<file path="src/logic/swd_pkg.sv">
package swd_pkg;

  // Host-side I/O port addresses of the configuration window.
  localparam logic [15:0] CFG_INDEX_ADDR  = 16'h002E;
  localparam logic [15:0] CFG_DATA_ADDR   = 16'h002F;

  localparam logic [7:0]  KEY_ENTER       = 8'h87;
  localparam logic [7:0]  KEY_EXIT        = 8'hAA;

  // Configuration register indexes.
  localparam logic [7:0]  IDX_DEVICE_SEL  = 8'h07;
  localparam logic [7:0]  IDX_PIN_ROUTE   = 8'h2B;
  localparam logic [7:0]  IDX_GPIO_DIR    = 8'hF0;
  localparam logic [7:0]  IDX_GPIO_LEVEL  = 8'hF1;
  localparam logic [7:0]  IDX_GPIO_INV    = 8'hF2;
  localparam logic [7:0]  IDX_COUNT_MODE  = 8'hF5;
  localparam logic [7:0]  IDX_TIMEOUT     = 8'hF6;
  localparam logic [7:0]  IDX_IRQ_STATUS  = 8'hF7;

  localparam logic [7:0]  WDT_DEVICE      = 8'h08;

  // Field positions.
  localparam int          PIN_BIT         = 4;
  localparam int          ROUTE_BIT       = 4;
  localparam int          RES_MIN_BIT     = 3;
  localparam int          STATUS_BIT      = 4;
  localparam logic [3:0]  IRQ_SMI         = 4'h2;

  // Reset values and the answer to an unmapped read.
  localparam logic [7:0]  REG_RESET       = 8'h00;
  localparam logic [3:0]  IRQ_SEL_RESET   = 4'h0;
  localparam logic [7:0]  UNMAPPED_READ   = 8'hFF;

  // Timing.
  localparam int unsigned CLK_HZ          = 40_000_000;
  localparam int unsigned UNIT_SECOND_S   = 1;
  localparam int unsigned SEC_CYCLES      = UNIT_SECOND_S * CLK_HZ;
  localparam int unsigned SECONDS_PER_MIN = 60;

  typedef struct packed {
    logic        wr;
    logic        rd;
    logic [15:0] addr;
    logic [7:0]  wdata;
  } swd_io_req_type;

  typedef struct packed {
    logic        valid;
    logic [7:0]  data;
  } swd_io_rsp_type;

  typedef struct packed {
    logic out;
    logic oe;
  } swd_pin_type;

  typedef enum logic [2:0] {
    CFG_LOCKED = 3'b001,
    CFG_KEY1   = 3'b010,
    CFG_OPEN   = 3'b100
  } swd_cfg_state_type;

endpackage : swd_pkg

</file>
<file path="src/logic/swd_watchdog_config.sv">
`timescale 1ns/1ps
// Behaviour
// - Two successive writes of 0x87 to port 0x2E unlock configuration mode.
// - One write of 0xAA to the enable port relocks configuration.
// - After relocking, a new entry key sequence is accepted at any time.
// - Index at 0x2E, data at 0x2F; data reaches register named by index.
// - Index 0x07 selects logical device; watchdog and GPIO port share device 0x08.
// - Global registers are reachable without selecting a logical device.
// - Host writes index then reads or writes data port.
// - Down counter programmable 1 to 255 units of a second or minute.
// - A non-zero time-out write reloads the counter and starts counting.
// - At zero the counter asserts reset output or the selected interrupt.
// - Bit 3 of watchdog_count_mode selects second or minute units.
// - Register watchdog_timeout_count holds the count; writing zero stops the watchdog.
// - Bit 4 of shared_pin_route routes shared pin to general pin or time-out output.
// - Low nibble of watchdog_irq_and_status selects interrupt line 0 to 15; 2 means SMI.
// - Bit 4 of watchdog_irq_and_status reads 1 after a time-out until a later write to watchdog_timeout_count.
// - Bit 4 of gpio_direction, gpio_output_level, gpio_inversion set pin direction, level and inversion.
module swd_watchdog_config
  import swd_pkg::*;
#(
  parameter int unsigned SEC_TICKS = SEC_CYCLES
) (
  input  wire logic           core_clk_i,
  input  wire logic           rst_i,
  input  wire swd_io_req_type io_req_i,
  output swd_io_rsp_type      io_rsp_o,
  input  wire logic           shared_general_pin_i,
  output swd_pin_type         shared_general_pin_o,
  output logic                sys_reset_o,
  output logic [15:0]         irq_o,
  output logic                smi_o
);

  localparam int PW = $clog2(SEC_TICKS);
  localparam logic [PW-1:0] PRESC_LAST = PW'(SEC_TICKS - 1);
  localparam logic [5:0]    MIN_LAST   = 6'(SECONDS_PER_MIN - 1);

  // The prescaler needs at least two states to separate one second tick from the next.
  if (SEC_TICKS < 2) begin : g_chk
    $error("SEC_TICKS must be at least 2");
  end

  // The status flag must not overlap the interrupt select field of the same byte.
  if ((STATUS_BIT < 4) || (STATUS_BIT > 7)) begin : g_chk_status
    $error("STATUS_BIT must lie between 4 and 7");
  end

  // The minute counter is six bits wide.
  if ((SECONDS_PER_MIN < 2) || (SECONDS_PER_MIN > 64)) begin : g_chk_minute
    $error("SECONDS_PER_MIN must lie between 2 and 64");
  end

  function automatic logic [7:0] set_bit4(input logic [7:0] v, input logic b);
    logic [7:0] r;
    r = v;
    r[PIN_BIT] = b;
    return r;
  endfunction : set_bit4

  // The index and enable port share one address; the data port sits one above it.
  function automatic logic is_index_port(input logic [15:0] a);
    return a == CFG_INDEX_ADDR;
  endfunction : is_index_port

  function automatic logic is_data_port(input logic [15:0] a);
    return a == CFG_DATA_ADDR;
  endfunction : is_data_port

  // The status flag sits above the interrupt select; the remaining bits read as zero.
  function automatic logic [7:0] irq_status_view(input logic s, input logic [3:0] sel);
    logic [7:0] r;
    r             = {4'h0, sel};
    r[STATUS_BIT] = s;
    return r;
  endfunction : irq_status_view

  // Configuration access state.
  swd_cfg_state_type state;
  swd_cfg_state_type next_state;
  logic [7:0]        index;
  logic [7:0]        next_index;
  logic [7:0]        dev_sel;
  logic [7:0]        next_dev_sel;
  logic [7:0]        pin_route;
  logic [7:0]        next_pin_route;
  logic [7:0]        gpio_dir;
  logic [7:0]        next_gpio_dir;
  logic [7:0]        gpio_level;
  logic [7:0]        next_gpio_level;
  logic [7:0]        gpio_inv;
  logic [7:0]        next_gpio_inv;
  logic [7:0]        count_mode;
  logic [7:0]        next_count_mode;
  logic [3:0]        irq_sel;
  logic [3:0]        next_irq_sel;
  swd_io_rsp_type    next_rsp;

  // Watchdog state.
  logic [7:0]        count;
  logic [7:0]        next_count;
  logic [PW-1:0]     presc;
  logic [PW-1:0]     next_presc;
  logic [5:0]        minute;
  logic [5:0]        next_minute;
  logic              status;
  logic              next_status;

  // Output state.
  swd_pin_type       next_pin;
  logic              next_sys_reset;
  logic [15:0]       next_irq;
  logic              next_smi;

  // Pin input synchroniser.
  logic              pin_meta;
  logic              pin_sync;

  // Decoded accesses and derived ticks.
  logic              wr_index;
  logic              wr_data;
  logic              wdt_dev;
  logic              wr_timeout;
  logic              route_gpio;
  logic              sec_tick;
  logic              unit_tick;
  logic [7:0]        level_view;
  logic [7:0]        reg_rdata;

  assign wr_index   = io_req_i.wr && is_index_port(io_req_i.addr);
  assign wr_data    = io_req_i.wr && is_data_port(io_req_i.addr);
  assign wdt_dev    = (dev_sel == WDT_DEVICE);
  // Only a write that reaches the count register while unlocked re-arms the counter.
  assign wr_timeout = wr_data && (state == CFG_OPEN) && wdt_dev && (index == IDX_TIMEOUT);
  assign route_gpio = pin_route[ROUTE_BIT];

  // An input pin reads back through the level register after inversion.
  assign level_view = gpio_dir[PIN_BIT] ?
                      set_bit4(gpio_level, pin_sync ^ gpio_inv[PIN_BIT]) : gpio_level;

  // Device registers answer only while the watchdog device is selected; global ones always.
  always_comb begin
    reg_rdata = UNMAPPED_READ;
    case (index)
      IDX_DEVICE_SEL: reg_rdata = dev_sel;
      IDX_PIN_ROUTE:  reg_rdata = pin_route;
      IDX_GPIO_DIR:   if (wdt_dev) reg_rdata = gpio_dir;
      IDX_GPIO_LEVEL: if (wdt_dev) reg_rdata = level_view;
      IDX_GPIO_INV:   if (wdt_dev) reg_rdata = gpio_inv;
      IDX_COUNT_MODE: if (wdt_dev) reg_rdata = count_mode;
      IDX_TIMEOUT:    if (wdt_dev) reg_rdata = count;
      IDX_IRQ_STATUS: if (wdt_dev) reg_rdata = irq_status_view(status, irq_sel);
      default:        reg_rdata = UNMAPPED_READ;
    endcase
  end

  // A read or data write between the two keys drops back to locked, so a broken key
  // sequence never leaves the window half open.
  always_comb begin
    next_state      = state;
    next_index      = index;
    next_dev_sel    = dev_sel;
    next_pin_route  = pin_route;
    next_gpio_dir   = gpio_dir;
    next_gpio_level = gpio_level;
    next_gpio_inv   = gpio_inv;
    next_count_mode = count_mode;
    next_irq_sel    = irq_sel;
    // Every read is answered one cycle later, even while locked, so the host never stalls.
    next_rsp.valid  = io_req_i.rd;
    next_rsp.data   = UNMAPPED_READ;
    case (state)
      CFG_LOCKED: begin
        // While locked, port accesses only feed the key detector.
        if (wr_index && (io_req_i.wdata == KEY_ENTER)) begin
          next_state = CFG_KEY1;
        end
      end
      CFG_KEY1: begin
        // Only a second key at the index port completes the entry.
        if (wr_index) begin
          next_state = (io_req_i.wdata == KEY_ENTER) ? CFG_OPEN : CFG_LOCKED;
        end else if (wr_data || io_req_i.rd) begin
          next_state = CFG_LOCKED;
        end
      end
      CFG_OPEN: begin
        if (io_req_i.rd) begin
          if (is_index_port(io_req_i.addr)) begin
            next_rsp.data = index;
          end else if (is_data_port(io_req_i.addr)) begin
            next_rsp.data = reg_rdata;
          end
        end
        // The exit key is never stored, so it can never name a register.
        if (wr_index) begin
          if (io_req_i.wdata == KEY_EXIT) begin
            next_state = CFG_LOCKED;
          end else begin
            next_index = io_req_i.wdata;
          end
        end else if (wr_data) begin
          case (index)
            IDX_DEVICE_SEL: next_dev_sel = io_req_i.wdata;
            IDX_PIN_ROUTE:  next_pin_route = io_req_i.wdata;
            IDX_GPIO_DIR:   if (wdt_dev) next_gpio_dir = io_req_i.wdata;
            IDX_GPIO_LEVEL: if (wdt_dev) next_gpio_level = io_req_i.wdata;
            IDX_GPIO_INV:   if (wdt_dev) next_gpio_inv = io_req_i.wdata;
            IDX_COUNT_MODE: if (wdt_dev) next_count_mode = io_req_i.wdata;
            // The status flag is read only; a write reaches the interrupt select alone.
            IDX_IRQ_STATUS: if (wdt_dev) next_irq_sel = io_req_i.wdata[3:0];
            default:        next_index = index;
          endcase
        end
      end
      default: next_state = CFG_LOCKED;
    endcase
  end

  always_ff @(posedge core_clk_i or posedge rst_i) begin
    if (rst_i) begin
      state      <= CFG_LOCKED;
      index      <= REG_RESET;
      dev_sel    <= REG_RESET;
      pin_route  <= REG_RESET;
      gpio_dir   <= REG_RESET;
      gpio_level <= REG_RESET;
      gpio_inv   <= REG_RESET;
      count_mode <= REG_RESET;
      irq_sel    <= IRQ_SEL_RESET;
      io_rsp_o   <= '0;
    end else begin
      state      <= next_state;
      index      <= next_index;
      dev_sel    <= next_dev_sel;
      pin_route  <= next_pin_route;
      gpio_dir   <= next_gpio_dir;
      gpio_level <= next_gpio_level;
      gpio_inv   <= next_gpio_inv;
      count_mode <= next_count_mode;
      irq_sel    <= next_irq_sel;
      io_rsp_o   <= next_rsp;
    end
  end

  // The prescaler runs only while the counter is armed.
  // The minute count keeps running in second units, so a live switch to minute units
  // may make the first minute short; software refreshes after changing the resolution.
  assign sec_tick  = (count != 8'h00) && (presc == PRESC_LAST);
  assign unit_tick = sec_tick && (!count_mode[RES_MIN_BIT] || (minute == MIN_LAST));

  always_comb begin
    next_count  = count;
    next_presc  = presc;
    next_minute = minute;
    // A refresh restarts the second and minute counts, so the full period follows it.
    if (wr_timeout) begin
      next_count  = io_req_i.wdata;
      next_presc  = '0;
      next_minute = '0;
    end else if (count != 8'h00) begin
      next_presc = sec_tick ? '0 : presc + 1'b1;
      if (sec_tick) begin
        next_minute = (minute == MIN_LAST) ? 6'h00 : minute + 6'h01;
      end
      if (unit_tick) begin
        next_count = count - 8'h01;
      end
    end
    // A time-out that lands on a refresh still sets the flag.
    next_status = (unit_tick && (count == 8'h01)) || (status && !wr_timeout);
  end

  // The count, prescaler and flag reset to a stopped, quiet watchdog.
  always_ff @(posedge core_clk_i or posedge rst_i) begin
    if (rst_i) begin
      count  <= REG_RESET;
      presc  <= '0;
      minute <= 6'h00;
      status <= 1'b0;
    end else begin
      count  <= next_count;
      presc  <= next_presc;
      minute <= next_minute;
      status <= next_status;
    end
  end

  // The time-out pin is active low and idles high, so a board reset line that it drives
  // stays released until the counter expires.
  always_comb begin
    next_sys_reset = status && !route_gpio;
    next_irq       = 16'h0000;
    next_smi       = 1'b0;
    if (status && route_gpio) begin
      // Line two carries the management interrupt instead when it is selected.
      if (irq_sel == IRQ_SMI) begin
        next_smi = 1'b1;
      end else begin
        next_irq = 16'h0001 << irq_sel;
      end
    end
    // In time-out mode the pin is always driven; otherwise it follows its direction bit.
    if (!route_gpio) begin
      next_pin.out = !status;
      next_pin.oe  = 1'b1;
    end else begin
      next_pin.out = gpio_level[PIN_BIT] ^ gpio_inv[PIN_BIT];
      next_pin.oe  = !gpio_dir[PIN_BIT];
    end
  end

  // Reset leaves the time-out pin released high and every action line low.
  always_ff @(posedge core_clk_i or posedge rst_i) begin
    if (rst_i) begin
      sys_reset_o          <= 1'b0;
      irq_o                <= 16'h0000;
      smi_o                <= 1'b0;
      shared_general_pin_o <= '{out: 1'b1, oe: 1'b1};
    end else begin
      sys_reset_o          <= next_sys_reset;
      irq_o                <= next_irq;
      smi_o                <= next_smi;
      shared_general_pin_o <= next_pin;
    end
  end

  // Only the second stage is read, so a metastable first stage never reaches the logic.
  always_ff @(posedge core_clk_i or posedge rst_i) begin
    if (rst_i) begin
      pin_meta <= 1'b0;
      pin_sync <= 1'b0;
    end else begin
      pin_meta <= shared_general_pin_i;
      pin_sync <= pin_meta;
    end
  end

endmodule : swd_watchdog_config

</file>
<file path="config.mk">
export PLATFORM = sky130hd
export DESIGN_NAME = swd_watchdog_config
export DESIGN_NICKNAME = d
export VERILOG_FILES = /design/src/logic/swd_pkg.sv /design/src/logic/swd_watchdog_config.sv
export SDC_FILE = /design/constraint.sdc
export NUM_CORES = 1
export LEC_CHECK = 0
export BUFFER_PORTS_ARGS = -buffer_cell sky130_fd_sc_hd__buf_2
export CORE_MARGIN = 4
export CORE_UTILIZATION = 54
export DETAILED_ROUTE_END_ITERATION = 7
export PLACE_DENSITY = 0.77
export SLEW_MARGIN = 30
export SYNTH_ARGS = -nofsm -noshare
export SYNTH_HDL_FRONTEND = slang
export SYNTH_SLANG_ARGS = --single-unit
</file>
<file path="constraint.sdc">
create_clock -name core_clk_i -period 4.8 [get_ports core_clk_i]
set_input_delay 0.96 -clock core_clk_i [delete_from_list [all_inputs] [get_ports core_clk_i]]
set_output_delay 0.96 -clock core_clk_i [all_outputs]
set_load 0.005 [all_outputs]
</file>
Yosys cells after proc, flatten, opt, wreduce, memory -nomap -nowiden
Index checks and enable logic that the tools add are counted.
{"block": "totals", "regBits": 135, "inputBits": 29, "out_inout_bits": 29, "word_cells": 123}
{"block": "classes", "addsub": 3, "mux": 34, "reduce_logical": 35, "eq_ne": 24, "bitwise_logic": 4, "n_shift": 1}
{"operator": "$mux W8", "n": 13}
{"operator": "$mux W26", "n": 3}
{"operator": "$eq A8 B8 Y1 const B", "n": 8}
{"operator": "$pmux W8 S8", "n": 1}
{"operator": "$eq A16 B6 Y1 const B", "n": 2}
{"operator": "$mux W16", "n": 2}
{"operator": "$add A26 B1 Y26 const B", "n": 1}
{"operator": "$eq A26 B26 Y1 const B", "n": 1}
{"operator": "$reduce_and A5 Y1", "n": 5}
{"operator": "$mux W6", "n": 4}
{"operator": "$mux W3", "n": 6}
{"operator": "$shl A1 B4 Y16 const A", "n": 1}
{"operator": "$logic_and A1 B1 Y1", "n": 12}
{"operator": "$reduce_and A4 Y1", "n": 3}
{"operator": "$pmux W3 S3", "n": 1}
{"operator": "$eq A8 B1 Y1 const B", "n": 1}
{"operator": "$eq A8 B3 Y1 const B", "n": 1}
{"operator": "$eq A8 B4 Y1 const B", "n": 1}
{"operator": "$eq A8 B6 Y1 const B", "n": 1}
{"operator": "$reduce_bool A8 Y1", "n": 1}
{"operator": "$sub A8 B1 Y8 const B", "n": 1}
{"operator": "$add A6 B1 Y6 const B", "n": 1}
{"operator": "$eq A6 B6 Y1 const B", "n": 1}
{"operator": "$reduce_bool A2 Y1", "n": 3}
{"operator": "other kinds (16)", "n": 27}

Depth between registers and ports, before layout
{"block": "logic_depth", "ltp_word": 8, "ltp_mapped": 10, "depth_no_buf": 8}

Worst setup path after synthesis
No wires, ideal clock.
{"block": "synth_timing", "kind": "in2reg", "start": "input io_req_i[20] (netlist bit)", "end": "register gpio_inv[7]", "arrival_ps": 2730, "t_required_ps": 4675, "path_buffers": 2, "stages": 8, "slack_ps": 1946, "setup_ps": 125, "cell_sequence": "nor4b_1 -> and4_1 -> nand4_2 -> or2_1 -> buf_2 -> nor2b_1 -> buf_4 -> mux2_2"}
{"block": "synth_via", "elab_chain_len": 4, "elab_cells_between_ends": 6, "cone_classes": "eq/ne: 2; bitwise: 1; reduce/logical: 3"}
{"element": "start: declaration", "line_no": "swd_watchdog_config.sv:26", "source": "input wire swd_io_req_type io_req_i,"}
{"element": "$eq A16 B6 Y1", "line_no": "swd_watchdog_config.sv:63", "source": "return a == CFG_INDEX_ADDR;"}
{"element": "$logic_and A1 B1 Y1", "line_no": "swd_watchdog_config.sv:130", "source": "assign wr_index = io_req_i.wr && is_index_port(io_req_i.addr);"}
{"element": "$not A1 Y1 (no line)"}
{"element": "$reduce_and A5 Y1 (no line) (*)"}
{"element": "end signal: assignment", "line_no": "swd_watchdog_config.sv:239", "source": "gpio_inv <= next_gpio_inv;"}
{"element": "end: declaration", "line_no": "swd_watchdog_config.sv:91", "source": "logic [7:0] gpio_inv;"}
Mark *: on every way between the ends. The rest lies on a longest branch, timed or not.
A chain may end at the register's enable or synchronous reset.

Worst setup path after layout
{"block": "layout_timing", "start": "input io_req_i[17] (netlist bit)", "end": "register gpio_inv[1]"}
Same word-level chain as after synthesis.

==> results_dict.tcl <==
set metrics [dict create \
    syn_area_sq_um 6810 \
    grt_max_degree 86 \
    antenna_found_initial 0 \
    synth_commonest_cells "132 x dfrtp_1, 81 x nor2_1, 57 x mux2_2, 48 x nand2_1, 28 x a21oi_1" \
    utilization 0.637 \
    switchingPower_w 0.000504 \
    power_frac_seq 0.474 \
    syn_nets 694 \
    dp_hpwl_mm 11.6 \
    crit_slowest_cell "nor2b_1" \
    row_count 40 \
    ctsResizeCount 0 \
    r2r_end "io_rsp_o[7]" \
    synth-seq-cells 135 \
    cp_top_family "simple AND/OR/NAND/NOR gates" \
    cp.buffers_inverters 1 \
    fmax_mhz 322 \
    io_pins 58 \
    cts_tree "yes" \
    cp_slowest_stage_delay_ps 600 \
    worstPathMaxFanout 8 \
    fin_worst_skew_ps 9.05 \
    ir_drop_mv 0.257 \
    min_from "pin_meta" \
    p_comb_frac 0.023 \
    synth_edf_count 0 \
    wl_per_cell_microns 19.3 \
    powerDensity_nw_per_um2 311 \
    clkPwrFrac 0.503 \
    post_cts_buffers 0 \
    globalRouteOverflowTotal 0 \
    numCtsBuffers 17 \
    ant_nets 0 \
    initial_core_util 0.560 \
    vias 5467 \
    synth_top_flop_cell "dfrtp_1" \
    place_ws_ps 1280 \
    finalNetCount 741 \
    crit_type "in2reg" \
    relSlewSlack 0.475 \
    grt_pass1_wl_mm 27.8 \
    syn_to_final_growth_pct 13.8 \
    drt-initial-drc-count 457 \
    p_int_w 0.00190 \
    gp_congestion 0.991 \
    setup_viol 0 \
    worstHoldPathType "reg2reg" \
    ff2ff_setup_slack_ps 1740 \
    slew_violations 0 \
    synthTopCellsByArea "dfrtp_1 48%, mux2_2 9.4%, nor2_1 4.5%" \
    core-area_sq_um 12200 \
    switching_share 0.209 \
    required_ps 5100 \
    hold_depth 0 \
    setup_ws_ps 1690 \
    drive_gt1_frac 0.236 \
    dieWidth_microns 120 \
    htreeDepth 4 \
    cts_buffer_depth 2 \
    crit_chain "buf_2, nor4_1, and4_1, nand4_2, or2_1, nor2b_1, mux2_1" \
    wirelength_mm 17.1 \
    yosys.cell_types.count 73 \
    clk_latency_ps 420 \
    crit_path_end "gpio_inv[1]" \
    synth_area_per_cell_sq_um 10.3 \
    synth.top_cell.area_share 0.485 \
    syn_inst 661 \
    cts_root_buffer "clkbuf_16" \
    holdBufCountCts 0 \
    drtPass1Iterations 5 \
    drc 0 \
    portBuffers 57 \
    yosys_warnings 0 \
    startpoint_type "input port" \
    grt_usage 0.244 \
    hold_viol 0 \
    yosysMostFrequentCell "dfrtp_1" \
    fin_tns_setup_ps 0 \
    power_leakage_nw 3.39 \
    regToRegStartpoint "index[2]" \
    startpoint "io_req_i[17]" \
    async_reset_ff_frac 1.00 \
    via_per_inst 6.15 \
    synth_top_cell_by_area "dfrtp_1" \
    antenna_cells 0 \
    dieArea_sq_um 14500 \
    worst-path-stages 7 \
    worst_pin_slew_ps 787 \
    max_cap_violations 0 \
    num-fill-cells 989 \
    min_period_ps 3110 \
    cp.arrival_ps 3400 \
    endpoint_kind "flip-flop" \
    ys_seq_area_frac 0.496 \
    outcome "complete, no violations" \
    die_h_microns 120 \
    clkSlewWorstSetupHoldPaths_ps 60 \
    cts.sinks 135 \
    r2r_cells 6 \
    rsz0062_at_grt "false" \
    timing.final.crit_share 0.647 \
    grt_pass1_vias 5433 \
]
-- layout by cell type (no fill, tap or decap), types with 11 or more instances in the layout --
cell type / n
a21oi_1: 28
a22oi_1: 11
buf_2: 57
clkbuf_16: 17
dfrtp_1: 132
mux2_2: 57
nand2_1: 48
nand3_1: 27
nand4_1: 16
nor2_1: 81
nor3_1: 24
o21ai_0: 26
xnor2_1: 12
xor2_1: 15
-- power groups by stage --
stage	clock network (W)	registers, W	logic [W]
2_1_floorplan	0	0.00116	0.0000246
3_3_place_gp	0	0.00116	0.0000538
3_5_place_dp	0	0.00116	0.0000556
4_1_cts	0.00122	0.00114	0.0000556
5_1_grt	0.00127	0.00114	0.0000611
6_report	0.00121	0.00114	0.0000552
-- state kept, by name, indices dropped and copies added, names as in the netlist --
signal / flops
index: 8
gpio_level: 8
status: 1
irq_o: 16
shared_general_pin_o: 2
sys_reset_o: 1
irq_sel: 4
count_mode: 8
pin_meta: 1
gpio_dir: 8
pin_sync: 1
count: 8
state: 3
minute: 6
gpio_inv: 8
io_rsp_o: 9
pin_route: 8
presc: 26
smi_o: 1
dev_sel: 8
-- layer usage --
layer	track usage	vias up	part of all wire
met5	0	-	0
met4	0.101	0	0.027
met3	0.0505	35	0.060
met2	0.394	232	0.49
met1	0.323	2701	0.43
li1	-	2499	-
-- worst min-delay path by stage --
| stage | end | slack [ps] |
|---|---|---|
| 4_1_cts | pin_sync | 360 |
| 5_1_grt | pin_sync | 370 |
| 6_report | pin_sync | 350 |
| 2_1_floorplan | pin_sync | 330 |
| 3_3_place_gp | pin_sync | 330 |
| 3_5_place_dp | pin_sync | 340 |
-- final cells by class --
cell class / count / area, sq um / share of cell area
Tap cell: 168 / 210 / 0.0271
Timing Repair Buffer: 62 / 327 / 0.0421
Sequential cell: 135 / 3380 / 0.436
Clock inverter: 5 / 50.0 / 0.00646
Inverter: 8 / 35.0 / 0.00452
Clock buffer: 27 / 493 / 0.0636
Multi-Input combinational cell: 484 / 3250 / 0.420
-- metrics by stage --
step           area, sq um  hold WS, ps  total power (W)  std cells
3_3_place_gp          7190          334          0.00121        856
6_report              7750          354          0.00241        889
2_1_floorplan         6810          331          0.00119        661
3_5_place_dp          7200          342          0.00122        856
4_1_cts               7740          355          0.00242        888
5_1_grt               7750          366          0.00247        889
-- cell families after synthesis --
family | count (synthesis) | share of synthesized area
flops | 135 | 0.496
other cells | 1 | 0.000550
fa+ha+maj | 4 | 0.00735
simple gates | 284 | 0.232
mux | 66 | 0.109
buf+inv | 42 | 0.0261
compound gates | 102 | 0.0944
xor+xnor | 27 | 0.0347
Note: power is estimated with default switching activity, not from simulation.
